### src/inc/pps_pkg.sv
// Package for the power protection supervisor: register map, fields, resets, timing.
// Assumes a 125 MHz mclk and a 32-bit Avalon-MM slave with word addressing by byte.
package pps_pkg;
   // Register byte offsets
   localparam logic [5:0] OFS_CTRL = 6'h00;
   localparam logic [5:0] OFS_STATUS = 6'h04;
   localparam logic [5:0] OFS_OVP_CODE = 6'h08;
   localparam logic [5:0] OFS_UVP_CODE = 6'h0c;
   localparam logic [5:0] OFS_DEB_SEL = 6'h10;
   localparam logic [5:0] OFS_SKIP_THR = 6'h14;
   localparam logic [5:0] OFS_CC_CODE = 6'h18;
   localparam logic [5:0] OFS_CV_TARGET = 6'h1c;
   localparam logic [5:0] OFS_CABLE_RES = 6'h20;
   localparam logic [5:0] OFS_CURRENT = 6'h24;
   localparam logic [5:0] OFS_CDC_OFFSET = 6'h28;
   localparam logic [5:0] OFS_FAULT_CLR = 6'h2c;
   // Control register fields
   localparam int CTRL_CONV_EN = 0;
   localparam int CTRL_DEM_EN = 1;
   localparam int CTRL_CDC_EN = 2;
   localparam int CTRL_BLD_DOWN = 3;
   localparam int CTRL_BLD_HRST = 4;
   localparam int CTRL_BLD_DETACH = 5;
   // Status / clear fields
   localparam int ST_OVP = 0;
   localparam int ST_UVP = 1;
   localparam int ST_CPU_EN = 2;
   localparam int ST_CONV_EN = 3;
   localparam int ST_SKIP = 4;
   // Reset values
   localparam logic [7:0] OVP_CODE_RST = 8'hd2;
   localparam logic [7:0] UVP_CODE_RST = 8'h00;
   localparam logic [3:0] SKIP_THR_RST = 4'h4;
   localparam logic [9:0] CC_CODE_RST = 10'h140;
   localparam logic [11:0] CV_TARGET_RST = 12'h1f8;
   localparam logic [7:0] CABLE_RES_RST = 8'h00;
   // Debounce times in microseconds, one per select value
   localparam int DEB_US_0 = 8;
   localparam int DEB_US_1 = 16;
   localparam int DEB_US_2 = 32;
   localparam int DEB_US_3 = 64;
   localparam int CLK_MHZ = 125;
   localparam int DEB_W = 14;
   localparam logic [DEB_W-1:0] DEB_CYC_0 = DEB_W'(DEB_US_0 * CLK_MHZ);
   localparam logic [DEB_W-1:0] DEB_CYC_1 = DEB_W'(DEB_US_1 * CLK_MHZ);
   localparam logic [DEB_W-1:0] DEB_CYC_2 = DEB_W'(DEB_US_2 * CLK_MHZ);
   localparam logic [DEB_W-1:0] DEB_CYC_3 = DEB_W'(DEB_US_3 * CLK_MHZ);
   // Cable-drop ramp: one target code step every so many microseconds
   localparam int CDC_STEP_US = 1;
   localparam logic [7:0] CDC_STEP_CYC = 8'(CDC_STEP_US * CLK_MHZ);
   // Protection debounce states
   typedef enum logic [1:0] {PPS_IDLE = 2'b00, PPS_COUNT = 2'b01, PPS_TRIP = 2'b11} pps_deb_t;
endpackage

### src/logic/pps_top.sv
// Supervisor logic for a buck-boost power stage: lockout, skip/diode decisions,
// OVP/UVP debounce, regulation codes, cable-drop ramp and bleeder control.
// Assumes analog comparator and monitor outputs arrive asynchronously on pins.
// What this block does
// - Processor enabled once main and core supplies good
// - Converter locked out while any lockout active
// - Skip pulses when compensation below threshold
// - Programmable skip threshold sets minimum peak
// - Low-side gate off on zero-current detect
// - Second high gate off on second detect
// - Debounced bus overvoltage faults, stops converter
// - Eight-bit overvoltage code, 100mV steps from 3.3V
// - Selectable overvoltage debounce length
// - Debounced output undervoltage faults, stops converter
// - Eight-bit undervoltage code, 100mV steps from 3V
// - Selectable undervoltage debounce length
// - Trip codes rewritable while running
// - Ten-bit current code, 0.0625mV per step
// - Voltage target moves in 9.93mV steps
// - Bleeders on for downshift, hard reset, detach
// - Cable offset ramps toward current times resistance
//
// The implementer's own choices: the address map and register access over Avalon-MM.
`timescale 1ns/1ps
module pps_top (
   // Clock and reset
   input wire logic mclk,
   input wire logic nrst,
   // Avalon-MM slave
   input wire logic [5:0] avs_address,
   input wire logic avs_read,
   input wire logic avs_write,
   input wire logic [31:0] avs_writedata,
   input wire logic [3:0] avs_byteenable,
   output logic [31:0] avs_readdata,
   output logic avs_waitrequest,
   // Supply monitors, active high while in lockout
   input wire logic main_lockout,
   input wire logic core_supply_lockout,
   input wire logic gate_driver_supply_lockout,
   // Analog comparators
   input wire logic compensation_below_skip,
   input wire logic zero_current_detect_low,
   input wire logic zero_current_detect_high,
   input wire logic bus_ovp_cmp,
   input wire logic out_uvp_cmp,
   // Gate requests from the modulator
   input wire logic low_side_gate_req,
   input wire logic second_high_gate_req,
   // Measured output current code from the amplifier's converter
   input wire logic [9:0] output_current_amplifier,
   // Outputs to the power stage and processor
   output logic cpu_enable,
   output logic converter_enable,
   output logic pulse_skip_mode,
   output logic low_side_gate_out,
   output logic second_high_gate_out,
   output logic bleeder_node,
   output logic [7:0] ovp_code,
   output logic [7:0] uvp_code,
   output logic [3:0] skip_threshold,
   output logic [9:0] cc_code,
   output logic [11:0] voltage_regulation_target
);
   logic rst_s1_r, rst_n;
   // Reset release through two flops
   always_ff @(posedge mclk or negedge nrst) begin
      if (!nrst) begin
         rst_s1_r <= 1'b0;
         rst_n <= 1'b0;
      end else begin
         rst_s1_r <= 1'b1;
         rst_n <= rst_s1_r;
      end
   end

   // Two-flop synchronisers; lockouts reset active, the rest idle
   localparam int NS = 9;
   logic [NS-1:0] pin_raw, pin_s1_r, pin_s_r;
   assign pin_raw = {main_lockout, core_supply_lockout, gate_driver_supply_lockout,
                     compensation_below_skip, zero_current_detect_low,
                     zero_current_detect_high, bus_ovp_cmp, out_uvp_cmp,
                     low_side_gate_req};
   always_ff @(posedge mclk or negedge rst_n) begin
      if (!rst_n) begin
         pin_s1_r <= 9'h1c0;
         pin_s_r <= 9'h1c0;
      end else begin
         pin_s1_r <= pin_raw;
         pin_s_r <= pin_s1_r;
      end
   end
   logic main_lo, core_lo, gd_lo, comp_low, zcd_lo, zcd_hi, ovp_s, uvp_s, ls_req;
   assign {main_lo, core_lo, gd_lo, comp_low, zcd_lo, zcd_hi, ovp_s, uvp_s, ls_req} = pin_s_r;
   logic hs_s1_r, hs_req;
   // High gate request synchronised separately (reset low)
   always_ff @(posedge mclk or negedge rst_n) begin
      if (!rst_n) begin
         hs_s1_r <= 1'b0;
         hs_req <= 1'b0;
      end else begin
         hs_s1_r <= second_high_gate_req;
         hs_req <= hs_s1_r;
      end
   end

   // Software registers
   logic [5:0] ctrl_r;
   logic [7:0] ovp_code_r, uvp_code_r;
   logic [3:0] deb_sel_r, skip_thr_r;
   logic [9:0] cc_code_r;
   logic [11:0] cv_target_r;
   logic [7:0] cable_res_r;
   logic [1:0] fault_r, fault_clr;
   logic wr_ok;
   assign wr_ok = avs_write && !avs_waitrequest;
   // Register writes; codes may change at any time while running
   always_ff @(posedge mclk or negedge rst_n) begin
      if (!rst_n) begin
         ctrl_r <= 6'h00;
         ovp_code_r <= pps_pkg::OVP_CODE_RST;
         uvp_code_r <= pps_pkg::UVP_CODE_RST;
         deb_sel_r <= 4'h0;
         skip_thr_r <= pps_pkg::SKIP_THR_RST;
         cc_code_r <= pps_pkg::CC_CODE_RST;
         cv_target_r <= pps_pkg::CV_TARGET_RST;
         cable_res_r <= pps_pkg::CABLE_RES_RST;
      end else if (wr_ok && avs_byteenable[0]) begin
         case (avs_address)
            pps_pkg::OFS_CTRL: ctrl_r <= avs_writedata[5:0];
            pps_pkg::OFS_OVP_CODE: ovp_code_r <= avs_writedata[7:0];
            pps_pkg::OFS_UVP_CODE: uvp_code_r <= avs_writedata[7:0];
            pps_pkg::OFS_DEB_SEL: deb_sel_r <= avs_writedata[3:0];
            pps_pkg::OFS_SKIP_THR: skip_thr_r <= avs_writedata[3:0];
            pps_pkg::OFS_CC_CODE: begin
               if (avs_byteenable[1]) begin
                  cc_code_r <= avs_writedata[9:0];
               end
            end
            pps_pkg::OFS_CV_TARGET: begin
               if (avs_byteenable[1]) begin
                  cv_target_r <= avs_writedata[11:0];
               end
            end
            pps_pkg::OFS_CABLE_RES: cable_res_r <= avs_writedata[7:0];
            default: ;
         endcase
      end
   end
   assign fault_clr = (wr_ok && avs_byteenable[0] && avs_address == pps_pkg::OFS_FAULT_CLR)
                      ? avs_writedata[1:0] : 2'b00;

   // Lockout gating
   logic cpu_en_r, conv_en_r, skip_r;
   always_ff @(posedge mclk or negedge rst_n) begin
      if (!rst_n) begin
         cpu_en_r <= 1'b0;
         conv_en_r <= 1'b0;
      end else begin
         cpu_en_r <= !main_lo && !core_lo;
         conv_en_r <= !main_lo && !core_lo && !gd_lo && (fault_r == 2'b00)
                      && ctrl_r[pps_pkg::CTRL_CONV_EN];
      end
   end
   assign cpu_enable = cpu_en_r;
   assign converter_enable = conv_en_r;

   // Skip decision from compensation comparator
   always_ff @(posedge mclk or negedge rst_n) begin
      if (!rst_n) begin
         skip_r <= 1'b0;
      end else begin
         skip_r <= comp_low && conv_en_r;
      end
   end
   assign pulse_skip_mode = skip_r;
   assign skip_threshold = skip_thr_r;

   // Gate outputs: cut on the edge after the synchronised detector reports zero current, when CTRL_DEM_EN is set
   logic ls_r, hs_r;
   always_ff @(posedge mclk or negedge rst_n) begin
      if (!rst_n) begin
         ls_r <= 1'b0;
         hs_r <= 1'b0;
      end else begin
         ls_r <= conv_en_r && ls_req
                 && !(ctrl_r[pps_pkg::CTRL_DEM_EN] && zcd_lo);
         hs_r <= conv_en_r && hs_req
                 && !(ctrl_r[pps_pkg::CTRL_DEM_EN] && zcd_hi);
      end
   end
   assign low_side_gate_out = ls_r;
   assign second_high_gate_out = hs_r;

   // Debounce per protection; a glitch returns to idle and clears the count
   logic [1:0] cmp_in;
   assign cmp_in = {uvp_s, ovp_s};
   for (genvar g = 0; g < 2; g++) begin : g_prot
      pps_pkg::pps_deb_t st_r;
      logic [pps_pkg::DEB_W-1:0] cnt_r, deb_len;
      logic [1:0] sel;
      assign sel = deb_sel_r[2*g +: 2];
      always_comb begin
         case (sel)
            2'd0: deb_len = pps_pkg::DEB_CYC_0;
            2'd1: deb_len = pps_pkg::DEB_CYC_1;
            2'd2: deb_len = pps_pkg::DEB_CYC_2;
            default: deb_len = pps_pkg::DEB_CYC_3;
         endcase
      end
      always_ff @(posedge mclk or negedge rst_n) begin
         if (!rst_n) begin
            st_r <= pps_pkg::PPS_IDLE;
            cnt_r <= '0;
         end else begin
            case (st_r)
               pps_pkg::PPS_IDLE: begin
                  cnt_r <= '0;
                  if (cmp_in[g]) begin
                     st_r <= pps_pkg::PPS_COUNT;
                  end
               end
               pps_pkg::PPS_COUNT: begin
                  if (!cmp_in[g]) begin
                     st_r <= pps_pkg::PPS_IDLE;
                     cnt_r <= '0;
                  end else if (cnt_r >= deb_len - 1'b1) begin
                     st_r <= pps_pkg::PPS_TRIP;
                  end else begin
                     cnt_r <= cnt_r + 1'b1;
                  end
               end
               pps_pkg::PPS_TRIP: begin
                  st_r <= pps_pkg::PPS_IDLE;
                  cnt_r <= '0;
               end
               default: st_r <= pps_pkg::PPS_IDLE;
            endcase
         end
      end
      // Latched fault; a new trip wins over a clear in the same cycle
      always_ff @(posedge mclk or negedge rst_n) begin
         if (!rst_n) begin
            fault_r[g] <= 1'b0;
         end else if (st_r == pps_pkg::PPS_TRIP) begin
            fault_r[g] <= 1'b1;
         end else if (fault_clr[g]) begin
            fault_r[g] <= 1'b0;
         end
      end
   end

   // Cable-drop compensation: offset target ramps one code per step time
   logic [17:0] cdc_goal;
   logic [11:0] cdc_off_r;
   logic [7:0] cdc_tick_r;
   logic [12:0] vreg_sum;
   logic [11:0] vreg_r;
   assign cdc_goal = ctrl_r[pps_pkg::CTRL_CDC_EN]
                     ? 18'(output_current_amplifier * cable_res_r) : 18'h00000;
   always_ff @(posedge mclk or negedge rst_n) begin
      if (!rst_n) begin
         cdc_tick_r <= 8'h00;
         cdc_off_r <= 12'h000;
      end else if (cdc_tick_r >= pps_pkg::CDC_STEP_CYC - 8'h01) begin
         cdc_tick_r <= 8'h00;
         if ({6'h00, cdc_off_r} < (cdc_goal >> 6)) begin
            cdc_off_r <= cdc_off_r + 12'h001;
         end else if ({6'h00, cdc_off_r} > (cdc_goal >> 6)) begin
            cdc_off_r <= cdc_off_r - 12'h001;
         end
      end else begin
         cdc_tick_r <= cdc_tick_r + 8'h01;
      end
   end
   assign vreg_sum = {1'b0, cv_target_r} + {1'b0, cdc_off_r};
   // Saturating regulation target
   always_ff @(posedge mclk or negedge rst_n) begin
      if (!rst_n) begin
         vreg_r <= pps_pkg::CV_TARGET_RST;
      end else begin
         vreg_r <= vreg_sum[12] ? 12'hfff : vreg_sum[11:0];
      end
   end
   assign voltage_regulation_target = vreg_r;

   // Codes to the analog trims, bleeder drive
   logic bld_r;
   logic [7:0] ovp_o_r, uvp_o_r;
   logic [9:0] cc_o_r;
   always_ff @(posedge mclk or negedge rst_n) begin
      if (!rst_n) begin
         bld_r <= 1'b0;
         ovp_o_r <= pps_pkg::OVP_CODE_RST;
         uvp_o_r <= pps_pkg::UVP_CODE_RST;
         cc_o_r <= pps_pkg::CC_CODE_RST;
      end else begin
         bld_r <= |ctrl_r[pps_pkg::CTRL_BLD_DETACH:pps_pkg::CTRL_BLD_DOWN];
         ovp_o_r <= ovp_code_r;
         uvp_o_r <= uvp_code_r;
         cc_o_r <= cc_code_r;
      end
   end
   assign bleeder_node = bld_r;
   assign ovp_code = ovp_o_r;
   assign uvp_code = uvp_o_r;
   assign cc_code = cc_o_r;

   // Bus answer: one wait cycle for reads and writes, readdata registered
   logic wait_r;
   logic [31:0] rd_r, rd_mux;
   always_comb begin
      case (avs_address)
         pps_pkg::OFS_CTRL: rd_mux = {26'h0, ctrl_r};
         pps_pkg::OFS_STATUS: rd_mux = {27'h0, skip_r, conv_en_r, cpu_en_r, fault_r};
         pps_pkg::OFS_OVP_CODE: rd_mux = {24'h0, ovp_code_r};
         pps_pkg::OFS_UVP_CODE: rd_mux = {24'h0, uvp_code_r};
         pps_pkg::OFS_DEB_SEL: rd_mux = {28'h0, deb_sel_r};
         pps_pkg::OFS_SKIP_THR: rd_mux = {28'h0, skip_thr_r};
         pps_pkg::OFS_CC_CODE: rd_mux = {22'h0, cc_code_r};
         pps_pkg::OFS_CV_TARGET: rd_mux = {20'h0, cv_target_r};
         pps_pkg::OFS_CABLE_RES: rd_mux = {24'h0, cable_res_r};
         pps_pkg::OFS_CURRENT: rd_mux = {22'h0, output_current_amplifier};
         pps_pkg::OFS_CDC_OFFSET: rd_mux = {20'h0, cdc_off_r};
         default: rd_mux = 32'h00000000;
      endcase
   end
   always_ff @(posedge mclk or negedge rst_n) begin
      if (!rst_n) begin
         wait_r <= 1'b1;
         rd_r <= 32'h00000000;
      end else begin
         wait_r <= !((avs_read || avs_write) && wait_r);
         if (avs_read && wait_r) begin
            rd_r <= rd_mux;
         end
      end
   end
   assign avs_waitrequest = wait_r;
   assign avs_readdata = rd_r;

   // Checks
   ovp_trip_a: assert property (@(posedge mclk) disable iff (!rst_n)
      (g_prot[0].st_r == pps_pkg::PPS_TRIP) |=> fault_r[0] ##1 !conv_en_r)
      else $error("overvoltage trip did not latch and stop converter");
   uvp_trip_a: assert property (@(posedge mclk) disable iff (!rst_n)
      (g_prot[1].st_r == pps_pkg::PPS_TRIP) |=> fault_r[1] ##1 !conv_en_r)
      else $error("undervoltage trip did not latch and stop converter");
   glitch_clear_a: assert property (@(posedge mclk) disable iff (!rst_n)
      (g_prot[0].st_r == pps_pkg::PPS_COUNT && !ovp_s) |=> g_prot[0].cnt_r == '0)
      else $error("debounce count not cleared on glitch");
   fault_hold_a: assert property (@(posedge mclk) disable iff (!rst_n)
      (fault_r[0] && !fault_clr[0]) |=> fault_r[0])
      else $error("fault dropped without clear");
   cpu_gate_a: assert property (@(posedge mclk) disable iff (!rst_n)
      (main_lo || core_lo) |=> !cpu_en_r)
      else $error("processor enabled during lockout");
   conv_lock_a: assert property (@(posedge mclk) disable iff (!rst_n)
      gd_lo |=> !conv_en_r)
      else $error("converter enabled during gate supply lockout");
   low_zcd_a: assert property (@(posedge mclk) disable iff (!rst_n)
      (ctrl_r[pps_pkg::CTRL_DEM_EN] && zcd_lo) |=> !ls_r)
      else $error("low-side gate on after zero current");
   high_zcd_a: assert property (@(posedge mclk) disable iff (!rst_n)
      (ctrl_r[pps_pkg::CTRL_DEM_EN] && zcd_hi) |=> !hs_r)
      else $error("second high gate on after zero current");
   skip_mode_a: assert property (@(posedge mclk) disable iff (!rst_n)
      (comp_low && conv_en_r) |=> skip_r)
      else $error("skip mode not entered");
   bleed_on_a: assert property (@(posedge mclk) disable iff (!rst_n)
      ctrl_r[pps_pkg::CTRL_BLD_HRST] |=> bld_r)
      else $error("bleeder off during hard reset");
endmodule // pps_top

### config.mk
export PLATFORM = sky130hd
export DESIGN_NAME = pps_top
export DESIGN_NICKNAME = d
export VERILOG_FILES = /design/src/inc/pps_pkg.sv /design/src/logic/pps_top.sv
export SDC_FILE = /design/constraint.sdc
export NUM_CORES = 1
export LEC_CHECK = 0
export ABC_AREA = 1
export BUFFER_PORTS_ARGS = -buffer_cell sky130_fd_sc_hd__buf_4
export CORE_UTILIZATION = 45
export DETAILED_ROUTE_END_ITERATION = 16
export SYNTH_ARGS = -nofsm -noshare
export SYNTH_HDL_FRONTEND = slang
export SYNTH_SLANG_ARGS = --single-unit
export TNS_END_PERCENT = 100
### constraint.sdc
create_clock -name mclk -period 17.8 [get_ports mclk]
set_input_delay 2.67 -clock mclk [delete_from_list [all_inputs] [get_ports mclk]]
set_output_delay 2.67 -clock mclk [all_outputs]
set_load 0.005 [all_outputs]
==> flow_summary.ini <==
[critical_path]
cp_top_family = adder cells
worstSetupEndpointType = flip-flop
crit_path_start_kind = input pin
crit_buf_inv = 7
critPathMaxFanout = 13
critPathArrivalTime_ns = 8.96
cp_slowest_stage_delay_ns = 0.55
required_ns = 18.12
critPathKind = in2reg
cpMostUsedCell = nand2_1
slowest_stage = fa_1

[clock_network]
holdBufCountCts = 0
cts_tree = built
htreeDepth = 4
cts_resized = 0
cts.sinks = 193
clk_pin_slew_ns = 0.07
cts_buffers = 17
cts.path.max_buffers = 2
cts_root_buf = clkbuf_16
postCtsSetupBuffers = 0
clk_latency_ns = 0.44

[yosys]
ys_warn_count = 0
ys_seq_elements = 193
netlist_top_cells_count = 472 x nand2_1, 261 x inv_1, 161 x dfrtp_1
netlist_instances = 1652
syn-mean-instance-area_um2 = 8.11
netlist_area_mm2 = 0.0134
yosys_most_used_dff = dfrtp_1
yosysTopAreaCell = dfrtp_1
synthTopCellsByArea = dfrtp_1 30%, nand2_1 13%, ha_1 9.7%
synth-seq-area-share_pct = 36.3
yosysMostFrequentCell = nand2_1
netlist.area_leader.share_pct = 30.1
synth_cell_type_count = 51
async_flop_share_pct = 100
synth-edff-count = 0

[floorplanning]
io_pins = 147
die_x_um = 175
placementRows = 62
die_h_um = 175
core_mm2 = 0.0290
fp.dieArea_mm2 = 0.0305
initial_utilization_pct = 46.2

[drt]
vias = 10700
drtIter0Drc = 712
drc = 0
routed_wl_um = 32900
avgViaCountPerCell = 5.03
dr.pass1.iters = 5
wl_per_cell_um = 15.4
ant_nets = 0

[finish]
drive_above_1_share_pct = 15.4
antennaDiodeCount = 0
final_cells = 2135
syn_to_final_growth_pct = 11.6
final_nets = 1957
stdcell_area_mm2 = 0.0150

[run_status]
status = completed

[sta]
skew_ns = 0.0116
setup_tns_ns = 0
hold_violations = 0
worst_pin_slew_ns = 1.02
period_share_pct = 48.5
slew_headroom_pct = 31.6
slew_violations = 0
fin_crit_ns = 8.64
finalSetupViolCount = 0
grt_setup_unrepaired = no
fmax_ghz = 0.116
worst_slack_ns = 9.16

[hold_path]
hold_path_class = reg2async

[global_routing]
grt_use_total_pct = 22.4
grt_max_degree = 78
antenna_found_initial = 0
grt_remaining_overflow = 0
grt_pass1_wl_um = 53800
grt_pass1_vias = 10400

[power_and_ir_drop]
pwr-share-seq_pct = 36.4
p_sw_w = 0.000570
p_int_w = 0.000928
p_clk_share_pct = 26.7
sw_frac_of_total_pct = 38.0
ir_worst_vdd_uv = 67.2
pwr-share-comb_pct = 36.9
power_density_mw_per_mm2 = 100
p_leak_nw = 8.00

[placement]
globalplace.congestion = 0.856
dpl.hpwl_um = 25200
place_ws_ns = 8.76
port_buffers = 104
placed_area_mm2 = 0.0144
place_inst = 2103

[run]
maxCapViolCount = 0
cells by family after synthesis:
kind of cell / synth area share [%]
flip-flops: 36.3
XOR/XNOR: 0.719
adder cells (fa/ha/maj): 17.0
buffers and inverters: 10.6
AO/OA/AOI/OAI: 9.91
AND/OR/NAND/NOR: 25.3
other: 0.0560
registers in the layout (all words and copies together) (netlist names), 6 cells and up:
signal,flops
voltage_regulation_target,12
g_prot.cnt_r,28
avs_readdata,12
ovp_code_r,8
ovp_code,8
cdc_tick_r,8
cdc_off_r,12
cc_code,10
uvp_code_r,8
ctrl_r,6
cc_code_r,10
cable_res_r,8
pin_s_r,9
pin_s1_r,9
uvp_code,8
cv_target_r,12
final timing paths:
check,start,endpoint,slack (ns),depth (start not counted)
worst max-delay path,output_current_amplifier[4],cdc_off_r[9],9.16,35
worst min-delay path,rst_n,cdc_tick_r[5],0.33,0
worst max register to register,cable_res_r[6],cdc_off_r[9],10.90,33
worst min register to register,rst_n,cdc_tick_r[5],0.33,0
max in group asynchronous,rst_n,cv_target_r[11],15.21,2
min in group mclk,pin_s1_r[3],pin_s_r[3],0.35,0
worst reg2reg max path: cells and delay by family, from the launching register on:
kind            cells  cell delay (ns)
buf+inv             4             0.20
compound gates      4             0.72
fa+ha+maj           7             3.33
simple gates       18             1.83
flops               1             0.70
stage by stage:
step                hold WS (ns)  util, %  power, W
global route               0.356     51.6   0.00161
detailed placement         0.335     49.5   0.00110
global placement           0.333     49.5   0.00109
CTS                        0.351     51.6   0.00151
finish                     0.335     51.6   0.00150
floorplan                  0.331        -  0.000954
power by group through the flow:
stage          logic (W)  clock network [W]  registers (W)
2_1_floorplan   0.000420                  0       0.000534
3_3_place_gp    0.000541                  0       0.000553
3_5_place_dp    0.000547                  0       0.000554
4_1_cts         0.000553           0.000408       0.000546
5_1_grt         0.000633           0.000424       0.000552
6_report        0.000553           0.000399       0.000546
area by class of cell:
class / count / area, um2
inverter: 268 / 1010
clock inverter: 9 / 120
clock buffer: 23 / 488
tap: 384 / 480
fill: 2830 / 14100
multi-input combinational: 1151 / 7180
timing repair buffer: 107 / 803
sequential: 193 / 4870
per-layer routing:
metal | GRT usage (%) | wire length, um | vias to the layer above
met5 | 0 | 0 | -
met4 | 6.05 | 582 | 0
met3 | 3.13 | 1250 | 33
met2 | 37.6 | 15800 | 188
met1 | 30.4 | 15300 | 5122
li1 | - | - | 5397
layout by cell type, fill, tap and decap left out, drive strengths merged, types with 2 or more instances in the layout:
master | Yosys | routed
a21o | 4 | 4
a21oi | 52 | 52
a31o | 3 | 3
a31oi | 6 | 6
and3 | 3 | 3
buf | 40 | 107
bufinv | 0 | 2
clkbuf | 20 | 23
clkinv | 0 | 3
conb | 2 | 22
dfrtp | 161 | 161
dfstp | 32 | 32
fa | 49 | 49
ha | 104 | 104
inv | 268 | 272
nand2 | 489 | 489
nand3 | 81 | 81
nand3b | 7 | 7
nand4 | 46 | 46
nor2 | 85 | 85
nor3 | 20 | 20
nor3b | 3 | 3
o211ai | 2 | 2
o21a | 2 | 2
o21ai | 140 | 140
o21bai | 6 | 6
o22ai | 2 | 2
or2 | 9 | 9
xnor2 | 8 | 8
xor2 | 3 | 3
(Power assumes the default switching activity.)
